**config.mk**
```make
export PLATFORM = sky130hd
export DESIGN_NAME = ssr_top
export DESIGN_NICKNAME = d
export VERILOG_FILES = /design/src/verilog/ssr_pkg.sv /design/src/verilog/ssr_top.sv
export VERILOG_INCLUDE_DIRS = /design/src /design/src/verilog
export SDC_FILE = /design/constraint.sdc
export NUM_CORES = 1
export LEC_CHECK = 0
export ABC_AREA = 1
export BUFFER_PORTS_ARGS = -buffer_cell sky130_fd_sc_hd__buf_4
export CAP_MARGIN = 20
export CORE_MARGIN = 2
export CORE_UTILIZATION = 35
export DETAILED_ROUTE_END_ITERATION = 7
export HOLD_SLACK_MARGIN = 0.06
export PLACE_DENSITY = 0.66
export SLEW_MARGIN = 0
export SYNTH_ARGS = -nofsm -noshare
export SYNTH_HDL_FRONTEND = slang
export SYNTH_SLANG_ARGS = --single-unit
```
**constraint.sdc**
```tcl
create_clock -name i_clk -period 4.2 [get_ports i_clk]
set_input_delay 0.63 -clock i_clk [delete_from_list [all_inputs] [get_ports i_clk]]
set_output_delay 0.63 -clock i_clk [all_outputs]
set_load 0.02 [all_outputs]
```
**src/verilog/ssr_map.svh**
```systemverilog
// Constants of the status readback block of the pre-driver command port.
// Assumes inclusion by bare name from the top module.
// Function
// - fault byte replies every non-null command; null 00
// - null 01 returns mode byte, no change
// - null 10 returns mask byte, no change
// - null 11 returns deadtime byte, no change
// - fault byte layout; reset value 80h
// - flags stay latched; live cause never clears
// - clear commands share mask bit positions
// - bit 0 ORs three thermal detectors
// - bit 1 ORs drain faults, phase errors
// - phase error checked one deadtime after on
// - bit 4: comparator XOR drive, blanked
// - bit 5: bad frame length, calibration clocking
// - bit 6: locked write or undefined command
// - bit 7 set leaving reset
// - interrupt only from unmasked flags
// - mode bit 0 lock; locked writes ignored
// - mode bit 1 fullon; bits 7,2 zero
// - mode bit 3 set after deadtime command
// - mode bits 4,5,6: overflow, zero, drain mode
// - mask byte high/low halves, reset ones
// - deadtime byte reads zero before calibration
// - mask bit to fault bit mapping
// - active deadtime 255 after reset
`ifndef SSR_MAP_SVH
`define SSR_MAP_SVH
// Fault byte bit positions and reset value.
`define SSR_F_THERM 0
`define SSR_F_DRAIN 1
`define SSR_F_SUPPLY 2
`define SSR_F_OVERC 3
`define SSR_F_PHASE 4
`define SSR_F_FRAME 5
`define SSR_F_WERR 6
`define SSR_F_RESET 7
`define SSR_FAULT_RST 8'h80
// Mode byte bit positions.
`define SSR_M_LOCK 0
`define SSR_M_FULLON 1
`define SSR_M_DTCAL 3
`define SSR_M_OVF 4
`define SSR_M_ZERO 5
`define SSR_M_DRMODE 6
// Reset values of mask halves, stored and active deadtime.
`define SSR_MASK_RST 4'hf
`define SSR_DT_STORE_RST 8'h00
`define SSR_DT_MAX 8'hff
// Command byte fields.
`define SSR_OP_HI 7
`define SSR_OP_LO 5
`define SSR_HALF_BIT 4
`define SSR_CAL_BIT 0
`endif

```
**src/verilog/ssr_pkg.sv**
```systemverilog
// Types of the status readback block.
// Assumes ssr_map.svh sits beside it.
`default_nettype none
package ssr_pkg;
    // Frame tracker states, Gray coded along idle-frame-calibrate.
    typedef enum logic [1:0] {
        SSR_IDLE  = 2'b00,
        SSR_FRAME = 2'b01,
        SSR_CAL   = 2'b11
    } ssr_link_e;
    // Command opcodes in the top three bits of a command byte.
    typedef enum logic [2:0] {
        SSR_OP_NULL  = 3'h0,
        SSR_OP_MASK  = 3'h1,
        SSR_OP_MODE  = 3'h2,
        SSR_OP_CLEAR = 3'h3,
        SSR_OP_DEAD  = 3'h4
    } ssr_op_e;
    // Serial port pins.
    typedef struct packed {
        logic sclk;
        logic cs_n;
        logic mosi;
    } ssr_spi_s;
    // Analog detector and comparator pins; thermal, drain and node sense have one bit per phase.
    typedef struct packed {
        logic [2:0] thermal_limit;
        logic [2:0] drain_voltage_fault;
        logic       supply_low;
        logic       overcurrent;
        logic [2:0] phase_node_sense;
    } ssr_sense_s;
endpackage
`default_nettype wire

```
**src/verilog/ssr_top.sv**
```systemverilog
// Status readback, fault latching and command port of the pre-driver.
// Assumes gate drive logic and deadtime calibration share i_clk.
`timescale 1ns/1ns
`default_nettype none
`include "ssr_map.svh"
module ssr_top (
    // Clock and reset.
    input  wire logic              i_clk,
    input  wire logic              i_rst,
    // Serial port pins, asynchronous to i_clk.
    input  wire ssr_pkg::ssr_spi_s i_spi,
    output logic                   o_miso,
    output logic                   o_miso_oe,
    // Detector pins, asynchronous to i_clk.
    input  wire ssr_pkg::ssr_sense_s i_sense,
    // Gate drive state and blanking, same clock.
    input  wire logic [2:0]        i_hs_on,
    input  wire logic [2:0]        i_ls_on,
    input  wire logic              i_blank,
    // Calibration result, same clock.
    input  wire logic              i_cal_done,
    input  wire logic [7:0]        i_cal_count,
    input  wire logic              i_cal_ovf,
    // Settings and status toward the rest of the device.
    output logic                   o_irq,
    output logic [7:0]             o_mask,
    output logic                   o_lock,
    output logic                   o_fullon,
    output logic                   o_drain_mode,
    output logic [7:0]             o_deadtime,
    output logic                   o_cal_gate
);
    ////////////////////////////////////////////////////////////////////
    // Opcodes that software may not issue once locked.
    function automatic logic guarded(input logic [2:0] op);
        guarded = (op == ssr_pkg::SSR_OP_MASK) || (op == ssr_pkg::SSR_OP_MODE)
               || (op == ssr_pkg::SSR_OP_CLEAR) || (op == ssr_pkg::SSR_OP_DEAD);
    endfunction

    ssr_pkg::ssr_spi_s   spi_1, spi_2, spi_3;  // Pin synchroniser and edge stage.
    ssr_pkg::ssr_sense_s sen_1, sen_2;         // Detector synchroniser.
    ssr_pkg::ssr_link_e  st_q;                 // Frame tracker state.
    logic [7:0] rx_q;                          // Received byte.
    logic [2:0] bit_q;                         // Bits modulo eight.
    logic       got_q;                         // At least one bit seen.
    logic [7:0] tx_q;                          // Reply shifter.
    logic [1:0] sel_q;                         // Reply register select.
    logic       cal_arm_q;                     // Next frame is calibration.
    logic [7:0] fault_q;                       // Latched fault byte.
    logic [3:0] mask_lo_q, mask_hi_q;          // Interrupt mask halves.
    logic       lock_q, fullon_q, drmode_q;    // Mode settings.
    logic       dtcal_q, ovf_q, zero_q;        // Deadtime status.
    logic [7:0] dt_store_q, dt_act_q;          // Stored and active deadtime.
    logic       frame_err_q, werr_q;           // One-cycle error events.

    // Mode byte, assembled for readback.
    logic [7:0] mode_v;
    assign mode_v = {1'b0, drmode_q, zero_q, ovf_q, dtcal_q, 1'b0, fullon_q, lock_q};
    // Mask byte: high half above low half, bit for bit beside the faults.
    logic [7:0] mask_v;
    assign mask_v = {mask_hi_q, mask_lo_q};

    ////////////////////////////////////////////////////////////////////
    // Two flip-flops for every pin; the third stage only finds edges.
    always_ff @(posedge i_clk or posedge i_rst) begin
        if (i_rst) begin
            spi_1 <= '{sclk: 1'b0, cs_n: 1'b1, mosi: 1'b0};
            spi_2 <= '{sclk: 1'b0, cs_n: 1'b1, mosi: 1'b0};
            spi_3 <= '{sclk: 1'b0, cs_n: 1'b1, mosi: 1'b0};
            sen_1 <= '0;
            sen_2 <= '0;
        end else begin
            spi_1 <= i_spi;
            spi_2 <= spi_1;
            spi_3 <= spi_2;
            sen_1 <= i_sense;
            sen_2 <= sen_1;
        end
    end

    logic cs_fall, cs_rise, sck_rise, sck_fall;
    assign cs_fall  = spi_3.cs_n & ~spi_2.cs_n;
    assign cs_rise  = ~spi_3.cs_n & spi_2.cs_n;
    assign sck_rise = ~spi_3.sclk & spi_2.sclk;
    assign sck_fall = spi_3.sclk & ~spi_2.sclk;

    ////////////////////////////////////////////////////////////////////
    // Frame tracker; a frame after a calibrate command is only a pulse.
    always_ff @(posedge i_clk or posedge i_rst) begin
        if (i_rst) begin
            st_q <= ssr_pkg::SSR_IDLE;
        end else begin
            case (st_q)
                ssr_pkg::SSR_IDLE: begin
                    if (cs_fall) begin
                        st_q <= cal_arm_q ? ssr_pkg::SSR_CAL : ssr_pkg::SSR_FRAME;
                    end
                end
                ssr_pkg::SSR_FRAME, ssr_pkg::SSR_CAL: begin
                    if (cs_rise) begin
                        st_q <= ssr_pkg::SSR_IDLE;
                    end
                end
                default: st_q <= ssr_pkg::SSR_IDLE;
            endcase
        end
    end

    // Receive shifter and bit counter, sampled on rising serial clock.
    always_ff @(posedge i_clk or posedge i_rst) begin
        if (i_rst) begin
            rx_q  <= 8'h00;
            bit_q <= 3'h0;
            got_q <= 1'b0;
        end else if (cs_fall) begin
            bit_q <= 3'h0;
            got_q <= 1'b0;
        end else if (st_q == ssr_pkg::SSR_FRAME && sck_rise) begin
            rx_q  <= {rx_q[6:0], spi_2.mosi};
            bit_q <= bit_q + 3'h1;
            got_q <= 1'b1;
        end
    end

    // A whole frame ends with a command; the last byte is taken.
    logic       cmd_v;
    logic [2:0] op_v;
    assign cmd_v = (st_q == ssr_pkg::SSR_FRAME) && cs_rise && got_q && (bit_q == 3'h0);
    assign op_v  = rx_q[`SSR_OP_HI:`SSR_OP_LO];

    // Framing faults: a length that is not a nonzero multiple of eight bits, or any clocking during calibration.
    always_ff @(posedge i_clk or posedge i_rst) begin
        if (i_rst) begin
            frame_err_q <= 1'b0;
        end else begin
            frame_err_q <= ((st_q == ssr_pkg::SSR_FRAME) && cs_rise && !(got_q && bit_q == 3'h0))
                        || ((st_q == ssr_pkg::SSR_CAL) && (sck_rise || sck_fall));
        end
    end

    // Write faults: a guarded command while locked, or an unknown code.
    always_ff @(posedge i_clk or posedge i_rst) begin
        if (i_rst) begin
            werr_q <= 1'b0;
        end else begin
            werr_q <= cmd_v && ((lock_q && guarded(op_v)) || op_v > ssr_pkg::SSR_OP_DEAD);
        end
    end

    ////////////////////////////////////////////////////////////////////
    // Null commands pick the next reply; any other command picks faults.
    always_ff @(posedge i_clk or posedge i_rst) begin
        if (i_rst) begin
            sel_q <= 2'h0;
        end else if (cmd_v) begin
            sel_q <= (op_v == ssr_pkg::SSR_OP_NULL) ? rx_q[1:0] : 2'h0;
        end
    end

    // Reply selected for the coming frame.
    logic [7:0] reply_v;
    always_comb begin
        case (sel_q)
            2'h1:    reply_v = mode_v;
            2'h2:    reply_v = mask_v;
            2'h3:    reply_v = dt_store_q;
            default: reply_v = fault_q;
        endcase
    end

    // Capturing at frame start keeps the byte steady while it shifts out.
    always_ff @(posedge i_clk or posedge i_rst) begin
        if (i_rst) begin
            tx_q <= 8'h00;
        end else if (cs_fall) begin
            tx_q <= reply_v;
        end else if (st_q == ssr_pkg::SSR_FRAME && sck_fall) begin
            tx_q <= {tx_q[6:0], 1'b0};
        end
    end

    // The reply line is driven only inside a command frame.
    always_ff @(posedge i_clk or posedge i_rst) begin
        if (i_rst) begin
            o_miso_oe  <= 1'b0;
            o_cal_gate <= 1'b0;
        end else begin
            o_miso_oe  <= (st_q == ssr_pkg::SSR_FRAME);
            o_cal_gate <= (st_q == ssr_pkg::SSR_CAL);
        end
    end
    assign o_miso = tx_q[7];

    ////////////////////////////////////////////////////////////////////
    // Mask and mode writes; lock is sticky until reset.
    always_ff @(posedge i_clk or posedge i_rst) begin
        if (i_rst) begin
            mask_lo_q <= `SSR_MASK_RST;
            mask_hi_q <= `SSR_MASK_RST;
            lock_q    <= 1'b0;
            fullon_q  <= 1'b0;
            drmode_q  <= 1'b0;
        end else if (cmd_v && !lock_q) begin
            if (op_v == ssr_pkg::SSR_OP_MASK) begin
                if (rx_q[`SSR_HALF_BIT]) begin
                    mask_hi_q <= rx_q[3:0];
                end else begin
                    mask_lo_q <= rx_q[3:0];
                end
            end else if (op_v == ssr_pkg::SSR_OP_MODE) begin
                lock_q   <= rx_q[`SSR_M_LOCK];
                fullon_q <= rx_q[`SSR_M_FULLON];
                drmode_q <= rx_q[3];
            end
        end
    end

    // Deadtime commands and calibration results.
    always_ff @(posedge i_clk or posedge i_rst) begin
        if (i_rst) begin
            cal_arm_q  <= 1'b0;
            dtcal_q    <= 1'b0;
            ovf_q      <= 1'b0;
            zero_q     <= 1'b0;
            dt_store_q <= `SSR_DT_STORE_RST;
            dt_act_q   <= `SSR_DT_MAX;
        end else if (cmd_v && !lock_q && op_v == ssr_pkg::SSR_OP_DEAD) begin
            if (rx_q[`SSR_CAL_BIT]) begin
                cal_arm_q <= 1'b1;
            end else begin
                dtcal_q    <= 1'b1;
                zero_q     <= 1'b1;
                ovf_q      <= 1'b0;
                dt_store_q <= 8'h00;
                dt_act_q   <= 8'h00;
            end
        end else if (i_cal_done) begin
            dtcal_q    <= 1'b1;
            ovf_q      <= i_cal_ovf;
            zero_q     <= 1'b0;
            dt_store_q <= i_cal_count;
            dt_act_q   <= i_cal_ovf ? `SSR_DT_MAX : i_cal_count;
        end else if (st_q == ssr_pkg::SSR_CAL) begin
            cal_arm_q <= 1'b0;
        end
    end

    ////////////////////////////////////////////////////////////////////
    // Per phase: check the node one deadtime after a side turns on.
    logic [2:0] ph_err, xor_err;
    genvar p;
    generate
        for (p = 0; p < 3; p++) begin : g_phase
            logic       hs_q, ls_q, arm_q;
            logic [7:0] cnt_q;
            logic       node;
            assign node = sen_2.phase_node_sense[p];
            always_ff @(posedge i_clk or posedge i_rst) begin
                if (i_rst) begin
                    hs_q  <= 1'b0;
                    ls_q  <= 1'b0;
                    arm_q <= 1'b0;
                    cnt_q <= 8'h00;
                end else begin
                    hs_q <= i_hs_on[p];
                    ls_q <= i_ls_on[p];
                    if ((i_hs_on[p] & ~hs_q) | (i_ls_on[p] & ~ls_q)) begin
                        arm_q <= 1'b1;
                        cnt_q <= dt_act_q;
                    end else if (arm_q && cnt_q != 8'h00) begin
                        cnt_q <= cnt_q - 8'h01;
                    end else begin
                        arm_q <= 1'b0;
                    end
                end
            end
            assign ph_err[p] = arm_q && cnt_q == 8'h00
                            && ((i_hs_on[p] && !node) || (i_ls_on[p] && node));
            assign xor_err[p] = (i_hs_on[p] ^ i_ls_on[p]) && (node ^ i_hs_on[p])
                             && !i_blank;
        end
    endgenerate

    ////////////////////////////////////////////////////////////////////
    // Causes of each flag and the clear vector of this cycle.
    logic [7:0] cause_v, clr_v;
    always_comb begin
        cause_v                = 8'h00;
        cause_v[`SSR_F_THERM]  = |sen_2.thermal_limit;
        cause_v[`SSR_F_DRAIN]  = |sen_2.drain_voltage_fault | (|ph_err);
        cause_v[`SSR_F_SUPPLY] = sen_2.supply_low;
        cause_v[`SSR_F_OVERC]  = sen_2.overcurrent;
        cause_v[`SSR_F_PHASE]  = |xor_err;
        cause_v[`SSR_F_FRAME]  = frame_err_q;
        cause_v[`SSR_F_WERR]   = werr_q;
        clr_v = 8'h00;
        if (cmd_v && !lock_q && op_v == ssr_pkg::SSR_OP_CLEAR) begin
            clr_v = rx_q[`SSR_HALF_BIT] ? {rx_q[3:0], 4'h0} : {4'h0, rx_q[3:0]};
        end
    end

    // Latched faults: a live cause beats a clear in the same cycle.
    always_ff @(posedge i_clk or posedge i_rst) begin
        if (i_rst) begin
            fault_q <= `SSR_FAULT_RST;
        end else begin
            fault_q <= (fault_q & ~clr_v) | cause_v;
        end
    end

    // Interrupt and settings outputs.
    always_ff @(posedge i_clk or posedge i_rst) begin
        if (i_rst) begin
            o_irq <= 1'b0;
        end else begin
            o_irq <= |(fault_q & mask_v);
        end
    end
    assign o_mask       = mask_v;
    assign o_lock       = lock_q;
    assign o_fullon     = fullon_q;
    assign o_drain_mode = drmode_q;
    assign o_deadtime   = dt_act_q;
endmodule
`default_nettype wire

```
==> qor.csv <==
metric,value,unit
grt_start_max_net_pins,72,
seq_area_frac_synth,0.5681,
grtUsageTotal,0.1617,
drc,0,
initial_core_util,0.3544,
synth_fp_nets,681,
cts_root_buffer,clkbuf_16,
syn-instance-count,638,
final_cell_mix,"nand2_1, dfrtp_1, inv_1",
yosys_warnings,0,
gp_congestion,0.8719,
critPathLaunch,bit_q[0],
htree_num_levels,4,
io_pins,56,
holdBufCountCts,0,
cts_resized,0,
die_width,132.9,µm
yosysUniqueCellTypes,38,
synth_area,5814,µm²
dpl.hpwl,9.379,mm
setup_tns,0,ns
crit_path_end,fault_q[5],
ys_ff_latch,131,
power,4.182,mW
skew,0.007756,ns
min_period_over_period,0.4637,
cts_tree,built,
layout_min_cycle_time,1.948,ns
r2r_start,bit_q[0],
critical_path_arrival,2.25,ns
numPortBuffers,55,
path_clk_slew,0.06,ns
synth_flop_cell,dfrtp_1,
finalMaxSlewViolations,0,
final_util,0.4314,
setup_viol,0,
final_common_cell,nand2_1,
rows,47,
grt_pass1_wl,22.22,mm
die-area,17660,µm²
worstMarginPinSlew,0.9168,ns
synthArstFlopShare,1.000,
drive_gt1_frac,0.1883,
rsz0062_at_grt,no,
peakVddDrop,0.3014,mV
clock_latency,0.42,ns
antenna_found_initial,0,
synth.avg_cell_area,9.113,µm²
area_delta_synth_final,21.73,%
crit_path_max_fanout,8,
overflow,0,
chipHeight,132.9,µm
outcome,"complete, no violations",
cts_buffer_depth,2,
cp-start-kind,flip-flop,
criticalPathCategory,reg -> reg,
viasPerCell,4.799,
ant_nets,0,
vias,4497,
drt_pass1_iterations,5,
clkSinkCount,131,
initialDrtViolationCount,319,
nets,747,
post-place-cells,905,
slew_headroom,0.3888,
wl,13.39,mm
grt_pass1_vias,4391,
end_kind,flip-flop,
r2r_end,fault_q[5],
drv_cap,0,
required,4.50,ns
power.leakage,3.344,nW
r2r_setup_slack,2.25,ns
postCtsSetupRepairBufs,0,
finalHoldViolations,0,
cts-buffers-inserted,17,
rr_worst_depth,9,
core_area,16410,µm²
powerDensity,590.9,nW/µm²
final_cells,937,
wl_per_cell,14.29,µm
hp-class,in -> reg,
synth_edf_count,0,
nFillCells,1582,
n_antenna_cell,0,
max_freq,513.4,MHz
==> critical path, stage by stage, from the launching register on <==
cell and delay, ns:
dfrtp_1 0.40, inv_1 0.07, ha_1 0.13, nand3_1 0.18, inv_1 0.13, nand3_1 0.13, nor2_2 0.22, nand2_1 0.22
o21ai_0 0.25, nand2_1 0.08
==> sequential cells by signal (all words and copies together) (netlist names), 2 cells and up <==
signal,count
st_q,2
g_phase.node,3
rx_q,8
sen_2,6
bit_q,3
sen_1,11
dt_store_q,8
g_phase.cnt_q,24
sel_q,2
spi_3,2
g_phase.arm_q,3
cause_v,2
mask_lo_q,4
o_deadtime,8
spi_1,3
spi_2,3
fault_q,8
g_phase.ls_q,3
g_phase.hs_q,3
tx_q,8
mask_hi_q,4
==> cells in the mapped netlist (2+ instances only) <==
cell | count | share of area
nor3_1 | 6 | 0.0052
a22oi_1 | 2 | 0.0026
nor2_1 | 29 | 0.019
nand2_4 | 3 | 0.0058
nand2_2 | 10 | 0.011
o21ai_0 | 53 | 0.046
o22ai_1 | 4 | 0.0043
o211ai_1 | 20 | 0.026
a221oi_1 | 2 | 0.0030
xnor2_1 | 2 | 0.0030
dfstp_2 | 20 | 0.090
inv_2 | 3 | 0.0019
nand4_1 | 6 | 0.0065
nand2_1 | 182 | 0.12
o21ai_1 | 6 | 0.0052
xor2_1 | 14 | 0.021
a21oi_1 | 10 | 0.0086
nand3_1 | 57 | 0.049
nor2_2 | 2 | 0.0022
inv_1 | 65 | 0.042
clkbuf_1 | 5 | 0.0032
buf_1 | 2 | 0.0013
dfrtp_1 | 111 | 0.48
ha_1 | 10 | 0.022
==> power breakdown <==
part / switching, mW / leakage, nW / internal (mW)
registers: 0.218 / 1.53 / 1.52
clock network: 0.555 / 0.292 / 0.937
logic: 0.602 / 1.52 / 0.352
==> how the worst min path moves through the flow <==
stage	from	cells after the start	end	slack [ns]
after floorplan	sen_1[4]	0	cause_v[2]	0.33
after global placement	spi_1[0]	0	spi_2[0]	0.33
after detailed placement	sen_1[1]	0	g_phase[1].node	0.33
after CTS	i_sense[0]	1	sen_1[0]	0.29
after global routing	i_sense[6]	1	sen_1[6]	0.29
final	i_sense[0]	1	sen_1[0]	0.31
==> final cells by class <==
type	instances	area [µm²]	area share
inverter	69	266.5	0.03765
clock inverter	11	123.9	0.01750
tap	220	275.3	0.03889
multi-input combinational	429	2196	0.3102
clock buffer	21	480.5	0.06788
timing repair buffer	56	432.9	0.06116
sequential	131	3303	0.4667
==> per-layer routing <==
layer  routed length [µm]  global-route usage  vias to the layer above
li1                     -                   -                     2228
met1                 6511              0.2213                     2153
met2                 6145              0.2499                       96
met3                  489             0.03640                       20
met4                  244             0.06452                        0
met5                    0                   0                        -
==> kinds of logic after synthesis <==
family | after synthesis | share of synthesized area
compound gates | 103 | 0.1048
xor+xnor | 16 | 0.02410
fa+ha+maj | 10 | 0.02152
buf+inv | 78 | 0.05423
flops | 131 | 0.5681
simple gates | 300 | 0.2272
==> per-stage QoR <==
stage          area (µm²)  setup WS [ns]  hold WS, ns
2_1_floorplan        5814         0.1054       0.3312
3_3_place_gp         6474          2.007       0.3314
3_5_place_dp         6474          1.951       0.3347
4_1_cts              7078          2.237       0.2936
5_1_grt              7078          2.050       0.2915
6_report             7078          2.252       0.3096
(Power assumes the default switching activity.)
